### src/lcd_fb_addr_map.svh
// register indices, port addresses and field positions of the lcd frame buffer address bank
`ifndef LCD_FB_ADDR_MAP_SVH
`define LCD_FB_ADDR_MAP_SVH

// indexed port addresses
`define FB_INDEX_PORT    16'h03c4
`define FB_DATA_PORT     16'h03c5

// register indices
`define FB_IDX_RD1_LO    8'h40
`define FB_IDX_RD1_HI    8'h41
`define FB_IDX_RD2_LO    8'h42
`define FB_IDX_RD2_HI    8'h43
`define FB_IDX_RD1_OFS   8'h44
`define FB_IDX_RD_OVF    8'h45
`define FB_IDX_WR_LO     8'h46
`define FB_IDX_WR_HI     8'h47
`define FB_IDX_WR_OFS    8'h48
`define FB_IDX_WR_OVF    8'h49

// read overflow fields
`define RD_OVF_OFS_HI    7:6
`define RD_OVF_RD1_TOP   5:3
`define RD_OVF_RD2_TOP   2:0

// write overflow fields, bits 7:5 reserved
`define WR_OVF_START_TOP 4:2
`define WR_OVF_OFS_HI    1:0
`define WR_OVF_MASK      8'h1f

// offset lands at address bit 3 and up
`define OFS_SHIFT        3
`define REG_RESET        8'h00
`define PANEL_DUAL_SCAN_PASSIVE_PANEL       2'h1

`endif

### src/lcd_fb_addr_pkg.sv
// types shared by the lcd frame buffer address bank
package lcd_fb_addr_pkg;
  typedef logic [7:0]  reg_byte_type;
  typedef logic [1:0]  panel_sel_type;
  typedef logic [9:0]  line_ofs_type;
  typedef logic [18:0] rd_addr_type;
  typedef logic [21:0] wr_addr_type;
endpackage : lcd_fb_addr_pkg

### src/lcd_frame_buffer_address_regs.sv
// lcd frame buffer start address and line offset registers with line address stepping
`include "lcd_fb_addr_map.svh"

// What this block does
// - fifo1 start feeds standard dual_scan_passive_panel or virtual tft
// - dual_scan_passive_panel virtual refresh: fifo1 serves upper half
// - fifo1 address bits 15:0 from two bytes
// - fifo1 address bits 18:16 from overflow 5:3
// - fifo2 start valid only dual_scan_passive_panel virtual refresh
// - fifo2 address from bytes plus overflow 2:0
// - ten bit fifo1 offset steps each line
// - fifo1 offset low byte hits bits 10:3
// - fifo1 offset bits 9:8 from overflow 7:6
// - write start low byte hits bits 10:3
// - write start high byte hits bits 18:11
// - write overflow start bits hit 21:19
// - ten bit write offset steps each line
// - write offset low byte hits bits 10:3
// - write offset bits 9:8 from overflow 1:0
// - registers reached via index then data port
module lcd_frame_buffer_address_regs (
  // clock and reset
  input  wire logic                          clk_i,
  input  wire logic                          rst_n_i,
  // host i/o port
  input  wire logic [15:0]                   io_addr_i,
  input  wire logic                          io_wr_i,
  input  wire logic                          io_rd_i,
  input  wire lcd_fb_addr_pkg::reg_byte_type io_wdata_i,
  output logic      [7:0]                    io_rdata_o,
  output logic                               io_hit_o,
  // panel mode from the panel control registers, fifo2 offset from a neighbouring bank
  input  wire lcd_fb_addr_pkg::panel_sel_type panel_type_i,
  input  wire logic                          virtual_refresh_en_i,
  input  wire lcd_fb_addr_pkg::line_ofs_type rd_fifo2_offset_i,
  // timing strobes from the flat panel sequencer
  input  wire logic                          rd_frame_start_i,
  input  wire logic                          rd_line_start_i,
  input  wire logic                          wr_frame_start_i,
  input  wire logic                          wr_line_start_i,
  // line addresses and mode flags toward memory controller
  output logic      [18:0]                   rd_fifo1_addr_o,
  output logic      [18:0]                   rd_fifo2_addr_o,
  output logic                               rd_fifo1_upper_half_o,
  output logic                               rd_fifo2_active_o,
  output logic      [21:0]                   wr_addr_o
);
  import lcd_fb_addr_pkg::*;

  // decode of an i/o address used for both the index and data ports
  function automatic logic port_is(input logic [15:0] addr, input logic [15:0] port);
    port_is = (addr == port);
  endfunction : port_is

  // decode of the bank's own index range
  function automatic logic idx_in_bank(input reg_byte_type idx);
    idx_in_bank = (idx >= `FB_IDX_RD1_LO) && (idx <= `FB_IDX_WR_OVF);
  endfunction : idx_in_bank

  // register bank state
  reg_byte_type index_ff;
  reg_byte_type nxt_index;

  // the ten bytes of the bank
  reg_byte_type rd1_lo_ff;
  reg_byte_type nxt_rd1_lo;
  reg_byte_type rd1_hi_ff;
  reg_byte_type nxt_rd1_hi;
  reg_byte_type rd2_lo_ff;
  reg_byte_type nxt_rd2_lo;
  reg_byte_type rd2_hi_ff;
  reg_byte_type nxt_rd2_hi;
  reg_byte_type rd1_ofs_ff;
  reg_byte_type nxt_rd1_ofs;
  reg_byte_type rd_ovf_ff;
  reg_byte_type nxt_rd_ovf;
  reg_byte_type wr_lo_ff;
  reg_byte_type nxt_wr_lo;
  reg_byte_type wr_hi_ff;
  reg_byte_type nxt_wr_hi;
  reg_byte_type wr_ofs_ff;
  reg_byte_type nxt_wr_ofs;
  reg_byte_type wr_ovf_ff;
  reg_byte_type nxt_wr_ovf;

  // read answer state
  reg_byte_type rdata_ff;
  reg_byte_type nxt_rdata;
  logic         hit_ff;
  logic         nxt_hit;

  // line address state
  rd_addr_type  rd1_line_ff;
  rd_addr_type  nxt_rd1_line;
  rd_addr_type  rd2_line_ff;
  rd_addr_type  nxt_rd2_line;
  wr_addr_type  wr_line_ff;
  wr_addr_type  nxt_wr_line;
  logic         upper_ff;
  logic         nxt_upper;
  logic         rd2_act_ff;
  logic         nxt_rd2_act;

  // assembled programmed values
  rd_addr_type  rd1_start;
  rd_addr_type  rd2_start;
  wr_addr_type  wr_start;

  // ten bit offsets and their steps at address bit 3
  line_ofs_type rd1_ofs;
  line_ofs_type wr_ofs;
  rd_addr_type  rd1_step;
  rd_addr_type  rd2_step;
  wr_addr_type  wr_step;

  // decoded port strobes and panel mode
  logic         data_wr;
  logic         data_rd;
  logic         dual_vr;

  // register fields laid onto address bits
  assign rd1_start = {rd_ovf_ff[`RD_OVF_RD1_TOP], rd1_hi_ff, rd1_lo_ff};
  assign rd2_start = {rd_ovf_ff[`RD_OVF_RD2_TOP], rd2_hi_ff, rd2_lo_ff};
  // write start bytes sit above bits 2:0, which stay zero on the write side
  assign wr_start  = {wr_ovf_ff[`WR_OVF_START_TOP], wr_hi_ff, wr_lo_ff,
                      3'h0};
  // ten bit offsets: a low byte plus two overflow bits
  assign rd1_ofs   = {rd_ovf_ff[`RD_OVF_OFS_HI], rd1_ofs_ff};
  assign wr_ofs    = {wr_ovf_ff[`WR_OVF_OFS_HI], wr_ofs_ff};
  // offsets sit at bit 3, so bits 7:0 land on 10:3 and 9:8 on 12:11
  assign rd1_step  = 19'(rd1_ofs) << `OFS_SHIFT;
  // the fifo2 offset lives in a neighbouring bank and arrives on a port
  assign rd2_step  = 19'(rd_fifo2_offset_i) << `OFS_SHIFT;
  assign wr_step   = 22'(wr_ofs) << `OFS_SHIFT;

  // port strobes; the index port is shared, we only shadow its value
  assign data_wr = io_wr_i && port_is(io_addr_i, `FB_DATA_PORT);
  assign data_rd = io_rd_i && port_is(io_addr_i, `FB_DATA_PORT);
  // a dual scan passive panel in virtual refresh splits into two halves
  assign dual_vr = (panel_type_i == `PANEL_DUAL_SCAN_PASSIVE_PANEL) && virtual_refresh_en_i;

  // next values of the register bank
  always_comb begin
    nxt_index   = index_ff;
    nxt_rd1_lo  = rd1_lo_ff;
    nxt_rd1_hi  = rd1_hi_ff;
    nxt_rd2_lo  = rd2_lo_ff;
    nxt_rd2_hi  = rd2_hi_ff;
    nxt_rd1_ofs = rd1_ofs_ff;
    nxt_rd_ovf  = rd_ovf_ff;
    nxt_wr_lo   = wr_lo_ff;
    nxt_wr_hi   = wr_hi_ff;
    nxt_wr_ofs  = wr_ofs_ff;
    nxt_wr_ovf  = wr_ovf_ff;
    if (io_wr_i && port_is(io_addr_i, `FB_INDEX_PORT)) begin
      nxt_index = io_wdata_i;
    end
    // a data write is steered by the index taken at an earlier edge
    if (data_wr) begin
      unique case (index_ff)
        `FB_IDX_RD1_LO:  nxt_rd1_lo  = io_wdata_i;
        `FB_IDX_RD1_HI:  nxt_rd1_hi  = io_wdata_i;
        `FB_IDX_RD2_LO:  nxt_rd2_lo  = io_wdata_i;
        `FB_IDX_RD2_HI:  nxt_rd2_hi  = io_wdata_i;
        `FB_IDX_RD1_OFS: nxt_rd1_ofs = io_wdata_i;
        `FB_IDX_RD_OVF:  nxt_rd_ovf  = io_wdata_i;
        `FB_IDX_WR_LO:   nxt_wr_lo   = io_wdata_i;
        `FB_IDX_WR_HI:   nxt_wr_hi   = io_wdata_i;
        `FB_IDX_WR_OFS:  nxt_wr_ofs  = io_wdata_i;
        // reserved top bits are dropped here so they always read back as zero
        `FB_IDX_WR_OVF:  nxt_wr_ovf  = io_wdata_i & `WR_OVF_MASK;
        default:         nxt_index   = index_ff; // other banks own it
      endcase
    end
  end

  // register bank flops; contents are cleared only to keep simulation
  // deterministic, software must still program them before use
  always_ff @(posedge clk_i) begin
    if (!rst_n_i) begin
      index_ff   <= `REG_RESET;
      rd1_lo_ff  <= `REG_RESET;
      rd1_hi_ff  <= `REG_RESET;
      rd2_lo_ff  <= `REG_RESET;
      rd2_hi_ff  <= `REG_RESET;
      rd1_ofs_ff <= `REG_RESET;
      rd_ovf_ff  <= `REG_RESET;
      wr_lo_ff   <= `REG_RESET;
      wr_hi_ff   <= `REG_RESET;
      wr_ofs_ff  <= `REG_RESET;
      wr_ovf_ff  <= `REG_RESET;
    end else begin
      index_ff   <= nxt_index;
      rd1_lo_ff  <= nxt_rd1_lo;
      rd1_hi_ff  <= nxt_rd1_hi;
      rd2_lo_ff  <= nxt_rd2_lo;
      rd2_hi_ff  <= nxt_rd2_hi;
      rd1_ofs_ff <= nxt_rd1_ofs;
      rd_ovf_ff  <= nxt_rd_ovf;
      wr_lo_ff   <= nxt_wr_lo;
      wr_hi_ff   <= nxt_wr_hi;
      wr_ofs_ff  <= nxt_wr_ofs;
      wr_ovf_ff  <= nxt_wr_ovf;
    end
  end

  // next read answer; it holds until the next in-bank read so slow hosts can sample late
  always_comb begin
    nxt_rdata = rdata_ff;
    nxt_hit   = 1'b0;
    // a read outside the bank leaves the answer alone so another bank can own the mux
    if (data_rd && idx_in_bank(index_ff)) begin
      nxt_hit = 1'b1;
      unique case (index_ff)
        `FB_IDX_RD1_LO:  nxt_rdata = rd1_lo_ff;
        `FB_IDX_RD1_HI:  nxt_rdata = rd1_hi_ff;
        `FB_IDX_RD2_LO:  nxt_rdata = rd2_lo_ff;
        `FB_IDX_RD2_HI:  nxt_rdata = rd2_hi_ff;
        `FB_IDX_RD1_OFS: nxt_rdata = rd1_ofs_ff;
        `FB_IDX_RD_OVF:  nxt_rdata = rd_ovf_ff;
        `FB_IDX_WR_LO:   nxt_rdata = wr_lo_ff;
        `FB_IDX_WR_HI:   nxt_rdata = wr_hi_ff;
        `FB_IDX_WR_OFS:  nxt_rdata = wr_ofs_ff;
        `FB_IDX_WR_OVF:  nxt_rdata = wr_ovf_ff;
        default:         nxt_rdata = `REG_RESET;
      endcase
    end
  end

  // read answer flops
  always_ff @(posedge clk_i) begin
    if (!rst_n_i) begin
      rdata_ff <= `REG_RESET;
      hit_ff   <= 1'b0;
    end else begin
      rdata_ff <= nxt_rdata;
      hit_ff   <= nxt_hit;
    end
  end

  // next read line addresses; frame start wins over a line strobe in the same cycle
  always_comb begin
    nxt_rd1_line = rd1_line_ff;
    nxt_rd2_line = rd2_line_ff;
    nxt_upper    = dual_vr;
    nxt_rd2_act  = dual_vr;
    if (rd_frame_start_i) begin
      nxt_rd1_line = rd1_start;
      nxt_rd2_line = dual_vr ? rd2_start : rd2_line_ff;
    end else if (rd_line_start_i) begin
      nxt_rd1_line = rd1_line_ff + rd1_step;
      // fifo2 keeps its last line outside dual scan virtual refresh
      if (dual_vr) begin
        nxt_rd2_line = rd2_line_ff + rd2_step;
      end
    end
  end

  // read line address flops; sums wrap at the top of the 19 bit space
  always_ff @(posedge clk_i) begin
    if (!rst_n_i) begin
      rd1_line_ff <= '0;
      rd2_line_ff <= '0;
      upper_ff    <= 1'b0;
      rd2_act_ff  <= 1'b0;
    end else begin
      rd1_line_ff <= nxt_rd1_line;
      rd2_line_ff <= nxt_rd2_line;
      upper_ff    <= nxt_upper;
      rd2_act_ff  <= nxt_rd2_act;
    end
  end

  // next write line address; same frame over line priority as the read side
  always_comb begin
    nxt_wr_line = wr_line_ff;
    // a frame strobe reloads, so a wrong offset never drifts across frames
    if (wr_frame_start_i) begin
      nxt_wr_line = wr_start;
    end else if (wr_line_start_i) begin
      nxt_wr_line = wr_line_ff + wr_step;
    end
  end

  // write line address flop
  always_ff @(posedge clk_i) begin
    if (!rst_n_i) begin
      wr_line_ff <= '0;
    end else begin
      wr_line_ff <= nxt_wr_line;
    end
  end

  // every output straight from a flop
  assign io_rdata_o            = rdata_ff;
  assign io_hit_o              = hit_ff;
  assign rd_fifo1_addr_o       = rd1_line_ff;
  assign rd_fifo2_addr_o       = rd2_line_ff;
  assign rd_fifo1_upper_half_o = upper_ff;
  assign rd_fifo2_active_o     = rd2_act_ff;
  assign wr_addr_o             = wr_line_ff;

endmodule : lcd_frame_buffer_address_regs

### config.mk
export PLATFORM = sky130hd
export DESIGN_NAME = lcd_frame_buffer_address_regs
export DESIGN_NICKNAME = d
export VERILOG_FILES = /design/src/lcd_fb_addr_pkg.sv /design/src/lcd_frame_buffer_address_regs.sv
export VERILOG_INCLUDE_DIRS = /design/src
export SDC_FILE = /design/constraint.sdc
export NUM_CORES = 1
export LEC_CHECK = 0
export ABC_AREA = 1
export BUFFER_PORTS_ARGS = -buffer_cell sky130_fd_sc_hd__clkbuf_2
export CELL_PAD_IN_SITES_DETAIL_PLACEMENT = 0
export CELL_PAD_IN_SITES_GLOBAL_PLACEMENT = 2
export CORE_MARGIN = 2
export CORE_UTILIZATION = 35
export DETAILED_ROUTE_END_ITERATION = 10
export PLACE_DENSITY = 0.95
export SLEW_MARGIN = 5
export SYNTH_ARGS = -nofsm -noshare
export SYNTH_HDL_FRONTEND = slang
export SYNTH_SLANG_ARGS = --single-unit
### constraint.sdc
create_clock -name clk_i -period 2.9 [get_ports clk_i]
set_input_delay 0.58 -clock clk_i [delete_from_list [all_inputs] [get_ports clk_i]]
set_output_delay 0.58 -clock clk_i [all_outputs]
set_load 0.03 [all_outputs]
After elaboration in Yosys (flattened, before gate mapping)
Cells that the tools add are included.

operators by class
  add/sub/neg operators = 3
  order comparisons = 2
  equality and inequality tests = 14
  multiplexer cells = 13
  bitwise operators = 1
  reductions and logical operators = 21

operators by type and width
  operator                                                                  number
  19-bit 2-to-1 mux                                                         6
  8-bit by 7-bit equality test with 1-bit output (second input constant)    10
  8-bit one-hot mux with 10 select lines                                    1
  22-bit 2-to-1 mux                                                         2
  19-bit by 13-bit adder with 19-bit output                                 2
  16-bit by 10-bit equality test with 1-bit output (second input constant)  2
  8-bit 2-to-1 mux                                                          3
  22-bit by 13-bit adder with 22-bit output                                 1
  2-bit AND reduction                                                       11
  10-bit OR reduction                                                       1
  8-bit by 7-bit >= comparator with 1-bit output (second input constant)    1
  8-bit by 7-bit <= comparator with 1-bit output (second input constant)    1
  1-bit logical AND                                                         6
  2-bit nonzero test                                                        2
  2-bit by 1-bit equality test with 1-bit output (second input constant)    1
  2-bit inequality test (second input constant)                             1
  2-bit OR reduction                                                        1
  1-bit 2-to-1 mux                                                          1
  1-bit NOT                                                                 1

storage, ports and cells
  register bits = 155
  input bits = 45
  output and inout port bits = 71
  logic and storage cells = 72

Depth between registers and ports, before layout
Gate-level depths: netlist (run 1).

  depth in word-level cells = 5
  depth in mapped cells = 12
  mapped depth without buffers = 12

Worst setup path after synthesis (run 1)
No wires, ideal clock.

  path kind = reg-to-reg
  from = register wr_line_ff[3] (netlist: wr_addr_o[3])
  to = register wr_line_ff[19] (netlist: wr_addr_o[19])
  library setup time = 132 ps
  arrival = 1809 ps
  required time = 2768 ps
  path slack = 959 ps
  stages on the path, launching flop included = 12
  path buffers = 0
  period minus slack after synthesis = 1941 ps
  cell sequence = dfxtp_1 -> ha_1 -> inv_1 -> fa_1 -> inv_1 -> nand3_1 -> nand3_1 -> nand3_1 -> nand3_1 -> nand3_1 -> nand3_1 -> a21oi_1

on the way
  longest elaborated chain between the ends = 3

RTL lines
  element                                    RTL line                              source
  start, declared                            lcd_frame_buffer_address_regs.sv:97   wr_addr_type wr_line_ff;
  start signal, assigned                     lcd_frame_buffer_address_regs.sv:290  wr_line_ff <= nxt_wr_line;
  22-bit by 13-bit adder with 22-bit output  lcd_frame_buffer_address_regs.sv:281  nxt_wr_line = wr_line_ff + wr_step;
  22-bit 2-to-1 mux                          lcd_frame_buffer_address_regs.sv:280  end else if (wr_line_start_i) begin
  22-bit 2-to-1 mux                          lcd_frame_buffer_address_regs.sv:278  if (wr_frame_start_i) begin

Every way passes these cells. The select of a mux whose other input is x is not followed.
A chain may end at the register's enable or synchronous reset.

Final worst setup path (run 1)
  from = register wr_ofs_ff[0]
  to = register wr_line_ff[19] (netlist: wr_addr_o[19])

on the way
  longest elaborated chain between the ends = 3

RTL lines
  element                                    RTL line                              source
  start, declared                            lcd_frame_buffer_address_regs.sv:81   reg_byte_type wr_ofs_ff;
  start signal, assigned                     lcd_frame_buffer_address_regs.sv:190  wr_ofs_ff <= `REG_RESET;
  start signal, assigned                     lcd_frame_buffer_address_regs.sv:202  wr_ofs_ff <= nxt_wr_ofs;
  22-bit by 13-bit adder with 22-bit output  lcd_frame_buffer_address_regs.sv:281
  22-bit 2-to-1 mux                          lcd_frame_buffer_address_regs.sv:280
  22-bit 2-to-1 mux                          lcd_frame_buffer_address_regs.sv:278

Every way passes these cells. The select of a mux whose other input is x is not followed.

==> results.sh, run 1 <==
export IMPL_root_buffer="clkbuf_16"
export IMPL_syn_inst=1348
export IMPL_cp_max_fo=5
export IMPL_p_int_uw=3500
export IMPL_yosys_register_bits=152
export IMPL_synth_area_um2=8920
export IMPL_synth_top_family_by_area="simple AND/OR/NAND/NOR gates"
export IMPL_io_buffers=112
export IMPL_synthFlopType="dfxtp_1"
export IMPL_rsz0062_at_grt="no"
export IMPL_setup_viol=0
export IMPL_vias=8972
export IMPL_cp_end_kind="flip-flop"
export IMPL_crit_type="flip-flop to flip-flop"
export IMPL_muxShareOfSynthArea=0
export IMPL_netlist_top_cells_area="dfxtp_1, nand2_1, a21oi_1"
export IMPL_fmax_ghz=0.481
export IMPL_crit_required_ns=3.26
export IMPL_hold_viol=0
export IMPL_swShare=0.252
export IMPL_finalMaxSlewViolations=0
export IMPL_switching_power_uw=1180
export IMPL_h_tree_depth=4
export IMPL_fp_dieH_um=164
export IMPL_crit_path_cell_trace="ha_1 -> inv_1 -> fa_1 -> inv_1 -> nand3_1 -> nand3_1 -> nand3_1 -> nand3_1 -> nand2_1 -> nand2_1 -> nand3_1 -> a21oi_1"
export IMPL_track_usage=0.211
export IMPL_dpl_hpwl_um=20700
export IMPL_yosys_area_top_type="dfxtp_1"
export IMPL_cellLeakagePower_uw=0.00472
export IMPL_slowest_delay_ns=0.40
export IMPL_insertion_delay_ns=0.43
export IMPL_maxCapViolations=0
export IMPL_die_area_um2=26800
export IMPL_cpMostUsedCell="nand3_1"
export IMPL_final_cells=1782
export IMPL_avgSynthCellArea_um2=6.62
export IMPL_cts_path_max_buffers=2
export IMPL_synth_compound_area_frac=0.151
export IMPL_finalCriticalPeriod_ns=2.08
export IMPL_yosys_area_share_adder=0.0488
export IMPL_pwr_share_comb=0.064
export IMPL_grt_pass1_wl_um=44400
export IMPL_routed_via_density=5.03
export IMPL_synth_simple_gate_area_frac=0.366
export IMPL_slowest_stage="dfxtp_1"
export IMPL_cts_tree="yes"
export IMPL_route_detailed_drc=0
export IMPL_clk_pin_slew_ns=0.07
export IMPL_cts_sinks=152
export IMPL_synth_xor_area_share=0.0128
export IMPL_drtIter0Drc=774
export IMPL_antenna_left=0
export IMPL_antenna_found_initial=0
export IMPL_io_pins=116
export IMPL_cts_setup_buffers=0
export IMPL_hold_class="flip-flop to flip-flop"
export IMPL_synth_edf_count=0
export IMPL_rows=58
export IMPL_tritoncts_num_buffers=17
export IMPL_async_flop_share=0
export IMPL_drive_gt1_frac=0.145
export IMPL_place_congestion=0.830
export IMPL_p_per_area_nw_per_um2=453
export IMPL_wl_per_cell_um=15.8
export IMPL_fin_setup_tns_ns=0
export IMPL_diodes=0
export IMPL_die_w_um=164
export IMPL_worst_slew_pin_slew_ns=0.627
export IMPL_finClkSkew_ns=0.00915
export IMPL_nFillCells=2703
export IMPL_start_util=0.355
export IMPL_cp_arrival_ns=2.44
export IMPL_synth_warnings=0
export IMPL_ir_drop_mv=0.321
export IMPL_area_growth_pct=15.9
export IMPL_setup_worst_path_start_class="flip-flop"
export IMPL_status="finished clean"
export IMPL_cts_resized=0
export IMPL_p_clk_frac=0.487
export IMPL_grt_start_max_net_pins=119
export IMPL_coreArea_um2=25100
export IMPL_synth_top_cell_area_share=0.341
export IMPL_seq_power_share=0.450
export IMPL_final_net_count=1517
export IMPL_synth_seq_area_share=0.341
export IMPL_wirelength_um=28100
export IMPL_grt_ovfl_total=0
export IMPL_post_route_period_util=0.717
export IMPL_dp_cells=1750
export IMPL_hold_buffers=0
export IMPL_ys_types=41
export IMPL_first_pass_iters=4
export IMPL_max_slew_margin=0.581
export IMPL_grt_pass1_vias=8132
[per-stage QoR]
step / area, µm² / total power (µW) / util / worst slack (ns) / hold WS, ns
2_1_floorplan: 8930 / 2340 / - / 0.959 / 0.428
3_3_place_gp: 9740 / 2450 / 0.388 / 0.771 / 0.442
3_5_place_dp: 9740 / 2450 / 0.388 / 0.761 / 0.445
4_1_cts: 10300 / 4710 / 0.412 / 0.835 / 0.454
5_1_grt: 10300 / 4830 / 0.412 / 0.608 / 0.486
6_report: 10300 / 4680 / 0.412 / 0.822 / 0.452
[synthesized netlist by cell type (4+ instances only)]
library cell	instances
nand2_1	438
a31oi_1	6
buf_4	11
nand2_2	5
nand4_1	7
clkbuf_1	24
nor3_1	7
inv_2	14
nor2_2	10
nand3_1	137
nor2_1	87
inv_1	104
nor2_8	10
or2_2	5
a21oi_1	169
dfxtp_1	152
xor2_1	12
a21oi_2	4
buf_2	12
nand3b_1	14
ha_1	30
a22oi_1	26
o21ai_0	39
[worst paths after layout]
path           startpoint             to  slack [ns]  cells past startpoint
max          wr_ofs_ff[0]  wr_addr_o[19]        0.82                     12
max reg2reg  wr_ofs_ff[0]  wr_addr_o[19]        0.82                     12
min           index_ff[5]    index_ff[5]        0.45                      2
min reg2reg   index_ff[5]    index_ff[5]        0.45                      2
[worst max-delay path: cells and delay by family, from the launching register on]
family / cells / cell delay [ns]
DFF: 1 / 0.40
and+or+nand+nor: 7 / 0.71
AOI/OAI and AO/OA: 1 / 0.12
adders and majority gates: 2 / 0.55
buffers and inverters: 2 / 0.22
[power by group through the flow]
stage | logic, µW | clock network [µW] | registers (µW)
after CTS | 299 | 2310 | 2110
after detailed placement | 299 | 0 | 2150
final | 299 | 2280 | 2110
after floorplan | 170 | 0 | 2170
after global routing | 330 | 2400 | 2110
after global placement | 298 | 0 | 2150
[layer usage]
| metal | wire length, µm | track usage | up-vias |
|---|---|---|---|
| met3 | 1090 | 0.0317 | 15 |
| li1 | - | - | 4592 |
| met4 | 320 | 0.0494 | 0 |
| met5 | 0 | 0 | - |
| met2 | 13000 | 0.336 | 185 |
| met1 | 13700 | 0.300 | 4180 |
[final cells by class]
class	count	area (µm²)	area share
tap	330	413	0.0400
clock inverter	12	140	0.0136
sequential	152	3040	0.294
inverter	118	445	0.0431
multi-input combinational	1027	5180	0.501
clock buffer	20	457	0.0442
timing repair buffer	123	656	0.0634
[cells in the final DEF (no fill, tap or decap), types with 12 or more instances in the layout]
cell type,instances
xor2_1,12
clkbuf_2,112
a22oi_1,26
clkbuf_16,17
nand2_1,438
a21oi_1,169
inv_2,14
nor2_1,87
inv_1,103
nand3_1,137
dfxtp_1,152
ha_1,30
nand3b_1,14
o21ai_0,39
[cells by family after synthesis]
logic type                 Yosys count
AOI/OAI and AO/OA                  249
and+or+nand+nor                    729
other                                1
xor gates and xnor gates            13
buffers and inverters              171
adders and majority gates           33
DFF                                152
(Power assumes the default switching activity.)
==> run 2: changes to the inputs <==
ABC_AREA = 0   (was 1)
PLACE_DENSITY = 0.87   (was 0.95)
clock period = 2.1 ns   (was 2.9 ns; I/O delays follow)
==> results.sh, run 2 <==
export IMPL_status="complete, but fails checks"
export IMPL_violations="setup timing"
export IMPL_cts_sinks=152
export IMPL_hold_depth=4
export IMPL_netlist_top_cells_area="dfxtp_1, mux2i_1, nor2_1"
export IMPL_rows=56
export IMPL_slowest_stage="or4_1"
export IMPL_synth_area_um2=8410
export IMPL_r2r_start="rd_fifo2_addr_o[3]"
export IMPL_area_growth_pct=26.2
export IMPL_hold_buffers=0
export IMPL_ys_types=79
export IMPL_crit_required_ns=2.46
export IMPL_cp_arrival_ns=2.54
export IMPL_vias=7637
export IMPL_syn_inst=950
export IMPL_io_pins=116
export IMPL_rsz0062_at_grt="yes"
export IMPL_final_cells=1438
export IMPL_antenna_left=0
export IMPL_setup_viol=5
export IMPL_dpl_hpwl_um=19400
export IMPL_max_slew_margin=0.587
export IMPL_crit_path_end="rd_fifo2_addr_o[17]"
export IMPL_r2r_end="rd_fifo2_addr_o[17]"
export IMPL_insertion_delay_ns=0.43
export IMPL_setup_worst_path_start_class="flip-flop"
export IMPL_cts_path_max_buffers=2
export IMPL_grt_start_max_net_pins=43
export IMPL_fp_dieH_um=159
export IMPL_synth_most_common_cell="dfxtp_1"
export IMPL_grt_pass1_wl_um=41000
export IMPL_p_per_area_nw_per_um2=637
export IMPL_synth_seq_area_share=0.362
export IMPL_hold_class="input pin to flip-flop"
export IMPL_antenna_found_initial=0
export IMPL_synth_warnings=0
export IMPL_tritoncts_num_buffers=17
export IMPL_final_common_cell="nor2_1"
export IMPL_cts_tree="yes"
export IMPL_dp_cells=1400
export IMPL_crit_path_cell_trace="ha_4 -> inv_2 -> fa_2 -> nand2b_4 -> a21oi_4 -> a2111oi_4 -> o31a_1 -> or4_1 -> a31oi_1"
export IMPL_die_area_um2=25300
export IMPL_wl_per_cell_um=18.2
export IMPL_crit_type="flip-flop to flip-flop"
export IMPL_root_buffer="clkbuf_16"
export IMPL_async_flop_share=0
export IMPL_cp_startpoint="rd_fifo2_addr_o[3]"
export IMPL_hold_viol=0
export IMPL_routed_via_density=5.31
export IMPL_regArea_um2=3070
export IMPL_first_pass_iters=5
export IMPL_synthFlopType="dfxtp_1"
export IMPL_synth_top_cell_area_share=0.362
export IMPL_start_util=0.357
export IMPL_drive_gt1_frac=0.265
export IMPL_reg2reg_depth=9
export IMPL_worst_slew_pin_slew_ns=0.618
export IMPL_route_detailed_drc=0
export IMPL_post_route_period_util=1.04
export IMPL_finalMaxSlewViolations=0
export IMPL_io_buffers=112
export IMPL_track_usage=0.203
export IMPL_synthTopCellsByCount="dfxtp_1, nor2_1, mux2i_1"
export IMPL_multi_input_area_um2=5210
export IMPL_finalCriticalPeriod_ns=2.18
export IMPL_finClkSkew_ns=0.00872
export IMPL_layout_setup_ws_ns=-0.0809
export IMPL_r2r_setup_slack_ns=-0.08
export IMPL_fin_setup_tns_ns=-0.123
export IMPL_wirelength_um=26100
export IMPL_yosys_register_bits=152
export IMPL_synth_edf_count=0
export IMPL_avgSynthCellArea_um2=8.86
export IMPL_cp_max_fo=4
export IMPL_cp_end_kind="flip-flop"
export IMPL_final_cell_mix="nor2_1, dfxtp_1, mux2i_1"
export IMPL_grt_pass1_vias=7216
export IMPL_clk_pin_slew_ns=0.07
export IMPL_diodes=0
export IMPL_fmax_ghz=0.459
export IMPL_nFillCells=2358
export IMPL_yosys_area_top_type="dfxtp_1"
export IMPL_final_net_count=1184
export IMPL_drtIter0Drc=501
export IMPL_cellLeakagePower_uw=0.00442
export IMPL_coreArea_um2=23500
export IMPL_h_tree_depth=4
export IMPL_slowest_delay_ns=0.42
export IMPL_die_w_um=159
export IMPL_maxCapViolations=0
export IMPL_grt_ovfl_total=0
export IMPL_ir_drop_mv=0.416
export IMPL_place_congestion=0.855
run 2: cell count changes in the layout (fill, tap and decap cells not counted), sizes merged, moves of 20 or more:
cell,change
mux2i,+113
buf,+72
a21oi,-113
o21ai,+22
inv,-98
xnor2,+20
nand2,-402
nand3,-116
nor2,+42
run 2: timing repair:
item / in CTS / in global routing
setup endpoints to repair: 12 / 17
buffers inserted: 2 / 4
resized for setup: 6 / 31
pin swaps: 11 / 16
run 2: metrics by stage:
step / util / cell area (µm²) / hold slack [ns] / worst slack (ns) / power (µW)
2_1_floorplan: - / 8530 / 0.444 / -0.109 / 3390
3_3_place_gp: 0.417 / 9830 / 0.469 / -0.278 / 3620
3_5_place_dp: 0.417 / 9830 / 0.477 / -0.297 / 3620
4_1_cts: 0.445 / 10500 / 0.287 / -0.0495 / 6810
5_1_grt: 0.451 / 10600 / 0.307 / -0.205 / 6980
6_report: 0.451 / 10600 / 0.296 / -0.0809 / 6760
run 2: how the worst min path moves through the flow:
stage                                   from                 end
after floorplan                 rd1_lo_ff[6]  rd_fifo1_addr_o[6]
after global placement    rd_fifo2_addr_o[4]  rd_fifo2_addr_o[4]
after detailed placement  rd_fifo2_addr_o[4]  rd_fifo2_addr_o[4]
after CTS                      io_addr_i[15]            io_hit_o
after global routing           io_addr_i[13]            io_hit_o
final                          io_addr_i[15]            io_hit_o
run 2: cell type report:
class                   count  area share
multi-input cells         721       0.490
well taps                 319      0.0376
flip-flops and latches    152       0.289
clock buffers              17      0.0401
clock inverters            15      0.0168
repair buffers            195       0.120
inverters                  19     0.00683
run 2: layer usage:
metal,share of wire,global-route usage,vias up
met1,0.48,0.286,3648
met5,0,0,-
met4,0.016,0.0566,0
met3,0.050,0.0430,30
met2,0.45,0.315,184
li1,-,-,3775
run 2: kinds of logic (layout without fill, tap and decap cells):
family	Yosys count	count (layout)	share of synthesized area
muxes	114	114	0.136
adders and majority gates	33	33	0.0518
buffers and inverters	79	246	0.0460
DFF	152	152	0.362
xor gates and xnor gates	27	27	0.0281
AOI/OAI and AO/OA	250	250	0.192
and+or+nand+nor	294	294	0.184
other	1	3	0.000446
run 2: report_power, final:
group	internal (µW)	switching (µW)
clock	1800	1390
sequential	2920	36.0
combinational	224	391
total	4940	1820
run 2: worst max-delay path: cells and delay by family, from the launching register on:
family | cells | cell delay [ns]
AO/OA/AOI/OAI | 4 | 0.66
buffers and inverters | 1 | 0.04
flip-flops | 1 | 0.35
AND/OR/NAND/NOR | 2 | 0.58
adder cells (fa/ha/maj) | 2 | 0.48
==> run 3: changes to the inputs <==
==> constraint.sdc (replaced) <==
create_clock -name clk_i -period 2.1 [get_ports clk_i]
set_input_delay 0.105 -clock clk_i [delete_from_list [all_inputs] [get_ports clk_i]]
set_output_delay 0.105 -clock clk_i [all_outputs]
set_load 0.03 [all_outputs]
==> results.sh, run 3 (synthesized netlist as in run 2, its figures left out) <==
export IMPL_reg2reg_depth=9
export IMPL_final_net_count=1161
export IMPL_crit_path_cell_trace="ha_4 -> inv_2 -> fa_2 -> nand2b_4 -> a21oi_4 -> a2111oi_4 -> o31a_1 -> or4_1 -> a31oi_1"
export IMPL_placedInstanceArea_um2=9580
export IMPL_p_per_area_nw_per_um2=624
export IMPL_crit_type="flip-flop to flip-flop"
export IMPL_hold_depth=4
export IMPL_cellLeakagePower_uw=0.00425
export IMPL_top_usage_layer="met2"
export IMPL_wirelength_um=26300
export IMPL_slowest_stage="or4_1"
export IMPL_place_congestion=0.866
export IMPL_routed_via_density=5.36
export IMPL_drtIter0Drc=560
export IMPL_clk_pin_slew_ns=0.07
export IMPL_cp_end_kind="flip-flop"
export IMPL_tritoncts_num_buffers=17
export IMPL_worst_slew_pin_slew_ns=0.573
export IMPL_route_detailed_drc=0
export IMPL_finClkSkew_ns=0.0147
export IMPL_ir_drop_mv=0.494
export IMPL_cts_tree="yes"
export IMPL_maxCapViolations=0
export IMPL_rsz0062_at_grt="yes"
export IMPL_fin_util=0.439
export IMPL_root_buffer="clkbuf_16"
export IMPL_fmax_ghz=0.463
export IMPL_grt_pass1_wl_um=40800
export IMPL_insertion_delay_ns=0.44
export IMPL_h_tree_depth=4
export IMPL_met1_usage=0.292
export IMPL_io_buffers=112
export IMPL_io_pins=116
export IMPL_status="complete, but fails checks"
export IMPL_setup_worst_path_start_class="flip-flop"
export IMPL_layout_setup_ws_ns=-0.0596
export IMPL_cts_sinks=152
export IMPL_antenna_left=0
export IMPL_dp_slack_ns=-0.116
export IMPL_fp_dieH_um=159
export IMPL_dp_cells=1375
export IMPL_die_area_um2=25300
export IMPL_dpl_hpwl_um=19200
export IMPL_grt_pass1_vias=7025
export IMPL_final_cell_mix="nor2_1, dfxtp_1, mux2i_1"
export IMPL_slowest_delay_ns=0.41
export IMPL_wl_per_cell_um=18.6
export IMPL_coreArea_um2=23500
export IMPL_max_slew_margin=0.617
export IMPL_track_usage=0.204
export IMPL_final_area_um2=10300
export IMPL_finalMaxSlewViolations=0
export IMPL_use_met3=0.0404
export IMPL_first_pass_iters=5
export IMPL_area_growth_pct=22.8
export IMPL_hold_viol=0
export IMPL_setup_viol=2
export IMPL_vias=7579
export IMPL_grt_ovfl_total=0
export IMPL_start_util=0.357
export IMPL_final_cells=1415
export IMPL_cp_arrival_ns=2.52
export IMPL_post_route_period_util=1.03
export IMPL_grt_use_met2=0.308
export IMPL_cp_max_fo=4
export IMPL_violations="setup timing"
export IMPL_diodes=0
export IMPL_antenna_found_initial=0
export IMPL_finalCriticalPeriod_ns=2.16
export IMPL_hold_class="input pin to flip-flop"
export IMPL_drive_gt1_frac=0.242
export IMPL_grt_start_max_net_pins=67
export IMPL_cts_path_max_buffers=2
export IMPL_crit_required_ns=2.46
export IMPL_rows=56
export IMPL_die_w_um=159
[run 3: cell types whose count changed in the layout (fill, tap and decap cells not counted), sizes merged]
cell	change
buf	-25
dlygate4sd3	+2
clkinv	+2
inv	-4
bufinv	-2
clkinvlp	+3
clkbuf	+1
[run 3: worst max-delay path: cells and delay by family (launching register included)]
family,cells,cell delay (ns)
compound gates,4,0.65
fa+ha+maj,2,0.48
buf+inv,1,0.03
flops,1,0.36
simple gates,2,0.57
[run 3: what timing repair did]
action | in CTS | in global routing
hold buffers | 2 | 0
gates resized for setup | 2 | 24
setup endpoints to repair | 4 | 26
buffers inserted | 2 | 4
hold endpoints to repair | 1 | 0
pin swaps | 6 | 18
[run 3: through the flow]
stage                     total power [µW]  TNS (ns)  hold WS [ns]
final                                 6450   -0.0885        0.0242
after global routing                  6690    -0.357        0.0456
after CTS                             6500    -0.102       0.00775
after detailed placement              3590    -0.259         0.439
after global placement                3590    -0.175         0.437
after floorplan                       3390    -0.201         0.252
[run 3: power breakdown]
group | switching (µW) | internal (µW)
sequential | 37.7 | 2920
combinational | 385 | 199
clock | 1350 | 1570
[run 3: routing by layer]
metal / routed length, µm / up-vias
li1: - / 3716
met1: 12800 / 3616
met2: 11600 / 219
met3: 1380 / 28
met4: 446 / 0
met5: 0 / -
[run 3: worst paths after layout]
| check | start | endpoint | slack [ns] |
|---|---|---|---|
| max | rd_fifo2_addr_o[3] | rd_fifo2_addr_o[17] | -0.06 |
| min | io_addr_i[3] | io_hit_o | 0.02 |
| max reg2reg | rd_fifo2_addr_o[3] | rd_fifo2_addr_o[17] | -0.06 |
| min reg2reg | rd_fifo2_addr_o[4] | rd_fifo2_addr_o[4] | 0.48 |
[run 3: cell type report]
class,count,area [µm²]
Clock inverter,14,115
Timing Repair Buffer,172,1050
Clock buffer,18,439
Sequential cell,152,3060
Tap cell,319,399
Multi-Input combinational cell,721,5200
Inverter,19,72.6
Fill cell,2392,13200
